===== config.mk =====
export PLATFORM = sky130hd
export DESIGN_NAME = port_pin_function_control
export DESIGN_NICKNAME = d
export VERILOG_FILES = /design/src/rtl/port_ctrl_pkg.sv /design/src/rtl/port_pin_function_control.sv /design/src/rtl/pin_bank.sv
export VERILOG_INCLUDE_DIRS = /design/src /design/src/rtl
export SDC_FILE = /design/constraint.sdc
export NUM_CORES = 1
export LEC_CHECK = 0
export ABC_CLOCK_PERIOD_IN_PS = 3900
export BUFFER_PORTS_ARGS = -buffer_cell sky130_fd_sc_hd__buf_2
export CORE_AREA = 4 4 283 285
export CTS_CLUSTER_SIZE = 12
export DETAILED_ROUTE_END_ITERATION = 16
export DIE_AREA = 0 0 287 289
export HOLD_SLACK_MARGIN = 0.12
export MAX_ROUTING_LAYER = met4
export PLACE_DENSITY = 0.67
export SLEW_MARGIN = 20
export SYNTH_ARGS = -nofsm -noshare
export SYNTH_HDL_FRONTEND = slang
export SYNTH_SLANG_ARGS = --single-unit

===== constraint.sdc =====
create_clock -name clk -period 3.9 [get_ports clk]
set_clock_uncertainty 0.1 [all_clocks]
set_input_delay 0.39 -clock clk [delete_from_list [all_inputs] [get_ports clk]]
set_output_delay 0.39 -clock clk [all_outputs]
set_load 0.02 [all_outputs]

===== src/rtl/port_ctrl_params.svh =====
// Constants for the general-purpose port control block.
// Assumes inclusion by bare name from rtl/ before any module that uses it.
// Function
// - The port-3 data register shows its bits 8 to 15 as bits 0 to 7 of a high-byte alias for byte and bit access.
// - The port-3 direction register shows its bits 8 to 15 as bits 0 to 7 of a high-byte alias.
// - The port-3 mode-control register shows its bits 8 to 15 as bits 0 to 7 of a high-byte alias.
// - The port-3 function-control register shows its bits 8 to 15 as bits 0 to 7 of a high-byte alias.
// - The port-3 open-drain select register shows its bits 8 to 15 as bits 0 to 7 of a high-byte alias.
// - An open-drain bit acts only in port mode with direction 0 (output) and is ignored with direction 1 (input).
`ifndef PORT_CTRL_PARAMS_SVH
`define PORT_CTRL_PARAMS_SVH
`define NPORT 5
`define NKIND 5
`define WORD_W 16
`define PORT0_IMPL 16'h00FF
`define PORT1_IMPL 16'h0003
`define PORT3_IMPL 16'h03FF
`define PORT4_IMPL 16'h0007
`define PORT5_IMPL 16'h003F
`define MODE3_WMASK 16'h033F
`define DATA_RST 16'h0000
`define MODE_RST 16'h0000
`define FUNC_RST 16'h0000
`define OD_RST 16'h0000
`define UART_SHARE_BIT 1
`define KEY_SHARE_W 6
`define ANALOG_W 2
`endif


===== src/rtl/port_ctrl_pkg.sv =====
// Types shared by the port control block.
// Assumes nothing beyond a SystemVerilog compiler.
package port_ctrl_pkg;
	typedef enum logic [2:0] {
		PORT0 = 3'h0,
		PORT1 = 3'h1,
		PORT3 = 3'h2,
		PORT4 = 3'h3,
		PORT5 = 3'h4
	} port_e;
	typedef enum logic [2:0] {
		KIND_DATA = 3'h0,
		KIND_DIR = 3'h1,
		KIND_MODE = 3'h2,
		KIND_FUNC = 3'h3,
		KIND_OD = 3'h4
	} kind_e;
	typedef logic [15:0] word_t;
endpackage


===== src/rtl/port_pin_function_control.sv =====
// Register set and pin control for ports 0, 1, 3, 4 and 5.
// Assumes access strobes and control inputs come from the clk domain;
// only the pins themselves are asynchronous.
`timescale 1ns/1ps
`default_nettype none
`include "port_ctrl_params.svh"
module port_pin_function_control (
	input wire logic clk,
	input wire logic srst,
	input wire logic ce,
	input wire logic acc_wr,
	input wire logic acc_rd,
	input wire port_ctrl_pkg::port_e acc_port,
	input wire port_ctrl_pkg::kind_e acc_kind,
	input wire logic acc_high,
	input wire logic [15:0] acc_mask,
	input wire logic [15:0] acc_wdata,
	output logic [15:0] acc_rdata,
	input wire logic [`NPORT-1:0][15:0] pin_in,
	output logic [`NPORT-1:0][15:0] pin_out,
	output logic [`NPORT-1:0][15:0] pin_oe,
	input wire logic [`NPORT-1:0][15:0] alt_out,
	input wire logic [`NPORT-1:0][15:0] alt_oe,
	output logic [`NPORT-1:0][15:0] alt_in,
	output logic [`NPORT-1:0][15:0] mode_sel,
	output logic [`NPORT-1:0][15:0] func_sel,
	input wire logic [`ANALOG_W-1:0] analog_en,
	input wire logic dac_busy,
	input wire logic intp_rise_en,
	input wire logic intp_fall_en,
	input wire logic uart_rx_en,
	input wire logic [`KEY_SHARE_W-1:0] key_mode,
	input wire logic [`KEY_SHARE_W-1:0] timer_edge_en,
	output logic uart_share_fault,
	output logic [`KEY_SHARE_W-1:0] key_share_fault,
	output logic analog_dir_fault,
	output logic dac_access_fault
);
	import port_ctrl_pkg::*;

	localparam logic [15:0] IMPL [0:`NPORT-1] = '{
		`PORT0_IMPL, `PORT1_IMPL, `PORT3_IMPL, `PORT4_IMPL, `PORT5_IMPL
	};

	// Direction resets to all inputs, so it takes the implemented mask
	localparam word_t RST_VAL [0:`NKIND-1] = '{
		`DATA_RST, 16'h0000, `MODE_RST, `FUNC_RST, `OD_RST
	};

	// Register array indexed by kind then port
	word_t regs_reg [0:`NKIND-1][0:`NPORT-1];
	word_t rdata_reg;
	logic uart_fault_reg;
	logic [`KEY_SHARE_W-1:0] key_fault_reg;
	logic analog_fault_reg;
	logic dac_fault_reg;
	word_t view [0:`NPORT-1];

	// Alias writes shift the low byte up to bits 8 to 15
	wire word_t wr_mask_eff = acc_high ? {acc_mask[7:0], 8'h00}
		: acc_mask;
	wire word_t wr_data_eff = acc_high ? {acc_wdata[7:0], 8'h00}
		: acc_wdata;
	wire is_mode3 = (acc_kind == KIND_MODE) && (acc_port == PORT3);
	// Reserved mode bits of port 3 are held at zero whatever is written
	wire word_t wmask = IMPL[acc_port]
		& (is_mode3 ? `MODE3_WMASK : 16'hFFFF);
	wire word_t cur_val = regs_reg[acc_kind][acc_port];
	wire [7:0] cur_low = cur_val[7:0];
	// Bits outside the alias mask keep their value
	wire word_t wr_val = (cur_val & ~wr_mask_eff)
		| (wr_data_eff & wr_mask_eff & wmask);
	wire wr_hit = ce && acc_wr;
	wire rd_hit = ce && acc_rd;
	wire word_t rd_val = (acc_kind == KIND_DATA) ? view[acc_port] : cur_val;
	wire word_t rd_shift = acc_high ? {8'h00, rd_val[15:8]}
		: rd_val;
	wire [7:0] rd_hi = rd_val[15:8];
	wire port1_data_acc = (acc_wr || acc_rd) && (acc_port == PORT1)
		&& (acc_kind == KIND_DATA);
	wire word_t port1_dir = regs_reg[KIND_DIR][PORT1];
	wire word_t port3_mode = regs_reg[KIND_MODE][PORT3];
	wire word_t port5_mode = regs_reg[KIND_MODE][PORT5];
	// Analog outputs are never driven digitally
	wire word_t analog_word = {{(16 - `ANALOG_W){1'b0}}, analog_en};
	wire uart_fault_next = port3_mode[`UART_SHARE_BIT] && uart_rx_en
		&& (intp_rise_en || intp_fall_en);
	wire [`KEY_SHARE_W-1:0] key_fault_next =
		port5_mode[`KEY_SHARE_W-1:0] & key_mode & timer_edge_en;
	wire analog_fault_next =
		|(analog_en & ~port1_dir[`ANALOG_W-1:0]);
	wire dac_fault_next = port1_data_acc && dac_busy;

	always_ff @(posedge clk) begin
		if (srst) begin
			for (int k = 0; k < `NKIND; k++) begin
				for (int p = 0; p < `NPORT; p++) begin
					regs_reg[k][p] <= (k == int'(KIND_DIR)) ? IMPL[p]
						: RST_VAL[k];
				end
			end
		end else if (wr_hit) begin
			regs_reg[acc_kind][acc_port] <= wr_val;
		end
	end

	always_ff @(posedge clk) begin
		if (srst) begin
			rdata_reg <= 16'h0000;
		end else if (rd_hit) begin
			rdata_reg <= rd_shift;
		end
	end

	// Sharing faults are flags only; the pin setup is left as written
	always_ff @(posedge clk) begin
		if (srst) begin
			uart_fault_reg <= 1'b0;
			key_fault_reg <= '0;
			analog_fault_reg <= 1'b0;
			dac_fault_reg <= 1'b0;
		end else if (ce) begin
			uart_fault_reg <= uart_fault_next;
			key_fault_reg <= key_fault_next;
			analog_fault_reg <= analog_fault_next;
			dac_fault_reg <= dac_fault_next;
		end
	end

	assign acc_rdata = rdata_reg;
	assign uart_share_fault = uart_fault_reg;
	assign key_share_fault = key_fault_reg;
	assign analog_dir_fault = analog_fault_reg;
	assign dac_access_fault = dac_fault_reg;

	for (genvar p = 0; p < `NPORT; p++) begin : g_port
		wire word_t dir_eff = (p == 1) ? (regs_reg[KIND_DIR][p] | analog_word)
			: regs_reg[KIND_DIR][p];
		// Analog pins stay undriven even if alternate mode is chosen
		wire word_t mode_eff = (p == 1)
			? (regs_reg[KIND_MODE][p] & ~analog_word)
			: regs_reg[KIND_MODE][p];
		pin_bank #(
			.WIDTH(16),
			.IMPL(IMPL[p])
		) u_bank (
			.clk(clk),
			.srst(srst),
			.ce(ce),
			.data(regs_reg[KIND_DATA][p]),
			.dir(dir_eff),
			.mode(mode_eff),
			.od(regs_reg[KIND_OD][p]),
			.alt_out(alt_out[p]),
			.alt_oe(alt_oe[p]),
			.pin_in(pin_in[p]),
			.pin_out(pin_out[p]),
			.pin_oe(pin_oe[p]),
			.pin_sync(alt_in[p]),
			.view(view[p])
		);
		assign mode_sel[p] = regs_reg[KIND_MODE][p];
		assign func_sel[p] = regs_reg[KIND_FUNC][p];
	end
endmodule
`default_nettype wire


===== src/rtl/pin_bank.sv =====
// One port's pin drivers and input synchronisers.
// Assumes pin_in is asynchronous; other inputs come from the clk domain.
`timescale 1ns/1ps
`default_nettype none
module pin_bank #(
	parameter int WIDTH = 16,
	parameter logic [15:0] IMPL = 16'hFFFF
) (
	input wire logic clk,
	input wire logic srst,
	input wire logic ce,
	input wire logic [WIDTH-1:0] data,
	input wire logic [WIDTH-1:0] dir,
	input wire logic [WIDTH-1:0] mode,
	input wire logic [WIDTH-1:0] od,
	input wire logic [WIDTH-1:0] alt_out,
	input wire logic [WIDTH-1:0] alt_oe,
	input wire logic [WIDTH-1:0] pin_in,
	output logic [WIDTH-1:0] pin_out,
	output logic [WIDTH-1:0] pin_oe,
	output logic [WIDTH-1:0] pin_sync,
	output logic [WIDTH-1:0] view
);
	logic [WIDTH-1:0] meta_reg;
	logic [WIDTH-1:0] sync_reg;
	logic [WIDTH-1:0] out_reg;
	logic [WIDTH-1:0] oe_reg;
	wire [WIDTH-1:0] impl = IMPL[WIDTH-1:0];
	wire [WIDTH-1:0] in_sel = ~mode & dir;
	wire [WIDTH-1:0] od_low = ~mode & ~dir & od & ~data;
	// Open-drain only releases high bits; direction 1 masks it out
	wire [WIDTH-1:0] port_oe = ~mode & ~dir & (~od | ~data);
	wire [WIDTH-1:0] port_out = ~mode & data & ~od;
	wire [WIDTH-1:0] oe_next = ((mode & alt_oe) | port_oe) & impl;
	wire [WIDTH-1:0] out_next = ((mode & alt_out) | port_out) & impl;

	if (WIDTH < 1 || WIDTH > 16) begin : g_bad_width
		$error("pin_bank WIDTH must be 1 to 16");
	end

	always_ff @(posedge clk) begin
		if (srst) begin
			meta_reg <= '0;
			sync_reg <= '0;
			out_reg <= '0;
			oe_reg <= '0;
		end else if (ce) begin
			meta_reg <= pin_in;
			sync_reg <= meta_reg;
			out_reg <= out_next;
			oe_reg <= oe_next;
		end
	end

	assign pin_out = out_reg;
	assign pin_oe = oe_reg;
	assign pin_sync = sync_reg & impl;
	// Input bits read the pin, output bits read the latch
	assign view = ((dir & sync_reg) | (~dir & data)) & impl;
endmodule
`default_nettype wire


* Yosys cells after proc, flatten, opt, wreduce, memory -nomap -nowiden
Memory sizes are Yosys's and may differ from the RTL's.
Index checks and enable logic that the tools add are counted.
** Operators by class
- Multiply operators :: 0
- Mux-type cells :: 23
- Shifts and indexed selects :: 0
- $add $sub $neg :: 0
- $lt $le $gt $ge :: 2
- Reductions and logical operators :: 14
- Bitwise gates (word level) :: 94
- Divide/modulo/power cells :: 0
- Equality and inequality tests :: 3
** Operators by type and width (count)
- 2-to-1 mux 80 bit :: 3
- 2-to-1 mux 16 bit :: 12
- binary-select mux 16 bit (select 3 bit) :: 2
- AND 10 bit :: 8
- OR reduction 80 bit :: 1
- AND 16 bit :: 4
- AND 8 bit :: 8
- AND 6 bit :: 10
- demux 16 bit (select 3 bit) :: 1
- NOT 10 bit :: 4
- bitwise OR 10 bit :: 4
- NOT 8 bit :: 4
- bitwise OR 8 bit :: 4
- AND 3 bit :: 8
- NOT 6 bit :: 4
- bitwise OR 6 bit :: 4
- AND 2 bit :: 10
- NOT 16 bit :: 1
- bitwise OR 16 bit :: 1
- NOT 2 bit :: 6
- NOT 3 bit :: 4
- bitwise OR 3 bit :: 4
- bitwise OR 2 bit :: 5
- logical AND 1 bit :: 9
- 10 further kinds :: 15
** Storage, ports and cells
- Memories kept :: 2
- Latch bits :: 0
- Register bits after elaboration :: 141
- Output and inout port bits :: 425
- Input bits :: 302
- RAM bits :: 400
- Logic and storage cells :: 163
- ROM bits :: 128
** Memories
- regs_reg :: words 5, width 80, rd ports 6, clocked after Yosys merged registers in 0, wr ports 5, line port_pin_function_control.sv:51 : word_t regs_reg [0:`NKIND-1][0:`NPORT-1];
- (no name shown) :: words 8, width 16, rd ports 1, clocked after Yosys merged registers in 0, wr ports 0, line port_pin_function_control.sv:66 : wire word_t wmask = IMPL[acc_port]

* Longest topological paths before layout
An unclocked memory read counts as a cell.
- Depth in word-level cells :: 10
- Gate-level depth with buffers :: 16
- Depth with buffers taken out :: 7

* Hierarchy
A second synthesis with hierarchy kept.
** Second synthesis, totals
- Cell total of the unflattened synthesis :: 2755
- Area total of the unflattened synthesis :: 35928.2 um^2
** Modules (own cells, without submodules)
- port_pin_function_control :: cells an instance 2023, area each 29136.7 um^2, instances 1, seq. area each 19718.9 um^2
- pin_bank at g_port[2].u_bank :: cells an instance 206, area each 2006.9 um^2, instances 1, seq. area each 800.8 um^2
- pin_bank at g_port[0].u_bank :: cells an instance 177, area each 1701.6 um^2, instances 1, seq. area each 640.6 um^2
- pin_bank at g_port[4].u_bank :: cells an instance 149, area each 1358.8 um^2, instances 1, seq. area each 480.5 um^2
- pin_bank at g_port[3].u_bank :: cells an instance 107, area each 940.9 um^2, instances 1, seq. area each 240.2 um^2
- pin_bank at g_port[1].u_bank :: cells an instance 93, area each 783.3 um^2, instances 1, seq. area each 160.2 um^2

* Worst setup path after synthesis
No wires, ideal clock.
- Path kind :: input to register
- From :: input acc_kind[0]
- To :: memory regs_reg[6][64] (netlist name), enable pin
- Stages :: 9
- Arrival time :: 2.816 ns
- Setup slack :: 0.575 ns
- Library setup time :: 0.409 ns
- Buffers on the path :: 8
- Required time :: 3.391 ns
- Cells stage by stage :: buf_6 -> buf_12 -> buf_12 -> buf_12 -> buf_12 -> buf_4 -> buf_4 -> buf_4 -> nor3_1
** RTL lines
- start: declaration :: line port_pin_function_control.sv:14 : input wire port_ctrl_pkg::kind_e acc_kind,
- end: declaration :: line port_pin_function_control.sv:51

==> flow_metrics.tcl <==
set metrics [dict create \
    cts-root-buf "clkbuf_16" \
    die_x_um 287 \
    clk_pin_slew_ps 60 \
    fp-row-count 102 \
    syn_inst 2502 \
    grt_usage_pct 33.8 \
    hp-class "in2reg" \
    rsz0062_at_grt "no" \
    vdd.ir_drop.worst_mv 0.363 \
    grt_pass1_vias 24502 \
    crit_path_cell_trace "mux4_1 > mux2_2 > a222oi_1 > o211ai_1 > a21oi_2 > or2_2 > inv_1" \
    synth_top_flop_cell "edfxtp_1" \
    yosysMostFrequentCell "edfxtp_1" \
    routabilityCongestion 1.10 \
    die_height_um 289 \
    min_from "alt_out[50]" \
    fill_cells 6489 \
    required_ps 4050 \
    power.switching_mw 4.80 \
    start_util_pct 44.9 \
    synth-async-reset-ratio_pct 0 \
    synth-warning-count 0 \
    grt.overflow.total 0 \
    yosysSeqAreaShare_pct 63.5 \
    crit_start "regs_reg[2][37]" \
    die-area_um2 82900 \
    multi_input_area_um2 11000 \
    hold_viol_final 0 \
    cp_max_fo 19 \
    crit_type "reg2reg" \
    regArea_um2 22000 \
    clk_path_buf_depth 3 \
    post_cts_buffers 0 \
    power_density_nw_per_um2 455 \
    synth_top_cell_area_share_pct 55.3 \
    fmax_mhz 304 \
    synth_edf_count 640 \
    drtAntennaViolNets 0 \
    drc 0 \
    relSlewSlack_pct 31.7 \
    antenna_found_initial 10 \
    core_um2 77300 \
    status "completed" \
    grt_max_degree 173 \
    swShare_pct 25.2 \
    drtIter0Drc 3641 \
    tightest_slew_ps 1030 \
    drt_first_pass_iters 7 \
    syn_area_um2 34700 \
    area_growth_pct 20.6 \
    fin_crit_sh_pct 84.4 \
    cp.arrival_ps 3440 \
    crit_slowest_cell "mux4_1" \
    slew_viol_final 0 \
    via_per_inst 6.02 \
    grt_pass1_wl_um 189000 \
    maxCapViolations 0 \
    post_drt_wl_per_cell_um 33.1 \
    largest_reg_flops 640 \
    via_count 25575 \
    end_kind "flop" \
    dp_hpwl_um 102000 \
    htree_levels 3 \
    total_power_mw 19.0 \
    power.share.clock_pct 39.6 \
    placed_area_um2 38400 \
    critPathMaxStageDelay_ps 560 \
    drt-total-wl_um 140000 \
    drive_gt1_share_pct 29.5 \
    syn_avg_cell_area_um2 13.9 \
    leakagePower_nw 16.2 \
    r2r-start "regs_reg[2][37]" \
    setup_viol 0 \
    cts_buffers 83 \
    cts.sinks 781 \
    netlist.top_cell.by_area "edfxtp_1" \
    seqPwrFrac_pct 49.4 \
    io_pins 727 \
    cts_tree "yes" \
    finalSetupTns_ps 0 \
    layout.nets 3440 \
    p_int_mw 14.2 \
    pre_cts_ws_ps 210 \
    hold_slack_ps 120 \
    numPortBuffers 414 \
    cp-start-kind "flop" \
    fin_area_um2 41900 \
    synth_commonest_cells "edfxtp_1 (640), nor2_1 (447), buf_4 (181), mux2i_1 (165), dfxtp_1 (141)" \
    min_period_ps 3290 \
    ys_seq_elements 781 \
    synthTopCellsByArea "edfxtp_1 (55%), dfxtp_1 (8.1%), mux4_2 (7.6%), nor2_1 (4.8%), mux2i_1 (4.8%)" \
    yosys.cell_types.count 74 \
    combPwrFrac_pct 11.0 \
    setup_ws_ps 609 \
    clk_latency_ps 640 \
]
[stage by stage]
stage / utilization, % / cells
global route: 54.2 / 4244
floorplan: - / 2654
CTS: 54.1 / 4236
global placement: 49.7 / 4004
finish: 54.2 / 4246
detailed placement: 49.7 / 4004
[logic make-up after synthesis]
group,Yosys count,synth area share (%)
DFF,781,63.5
muxes,317,14.3
and+or+nand+nor,737,9.45
buffers and inverters,347,6.50
AOI/OAI and AO/OA,319,6.24
other,1,0.0108
[what timing repair did]
action | CTS | global route
gates resized for setup | 0 | 0
hold buffers | 89 | 0
endpoints found under the hold margin | 88 | 0
[power groups by stage]
| stage | Combinational [mW] | Sequential (mW) | Clock (mW) |
|---|---|---|---|
| after global routing | 2.16 | 9.42 | 7.96 |
| after detailed placement | 1.98 | 9.57 | 0 |
| after global placement | 1.96 | 9.56 | 0 |
| final | 2.10 | 9.41 | 7.54 |
| after CTS | 2.05 | 9.40 | 7.60 |
| after floorplan | 1.10 | 9.66 | 0 |
[path summary, 6_finish.rpt]
kind | end | slack [ps] | depth (start not counted)
max reg2reg | regs_reg[4][5] | 610 | 7
min | g_port[3].u_bank.pin_out[2] | 120 | 3
max | regs_reg[4][5] | 610 | 7
min reg2reg | uart_share_fault | 370 | 2
[placed cells by master (no fill, tap or decap), types with 94 or more instances in the layout]
master	instances
a211oi_1	98
buf_2	410
buf_4	204
conb_1	153
dfxtp_1	141
edfxtp_1	640
mux2i_1	165
mux4_2	117
nand2_1	94
nor2_1	445
[layer usage]
layer | up-vias | global-route usage [%] | routed length, µm
met5 | - | - | 0
met4 | 0 | 17.4 | 8880
li1 | 10370 | - | -
met3 | 380 | 10.4 | 19300
met2 | 2053 | 50.7 | 63100
met1 | 12772 | 41.7 | 49100
[critical path: cells and delay by family, from the launching register on]
family	cells	cell delay (ps)
buffers and inverters	1	290
AND/OR/NAND/NOR	1	130
flip-flops	1	490
AO/OA/AOI/OAI	3	990
multiplexers	2	910
[cell type report]
class	instances	share of cell area, %
Inverter	21	0.188
Timing Repair Buffer	725	11.7
Multi-Input combinational cell	1526	26.3
Clock buffer	115	5.47
Clock inverter	28	0.585
Antenna cell	10	0.0597
Sequential cell	781	52.6
Tap cell	1040	3.11
Power figures use the tool's default switching activity.
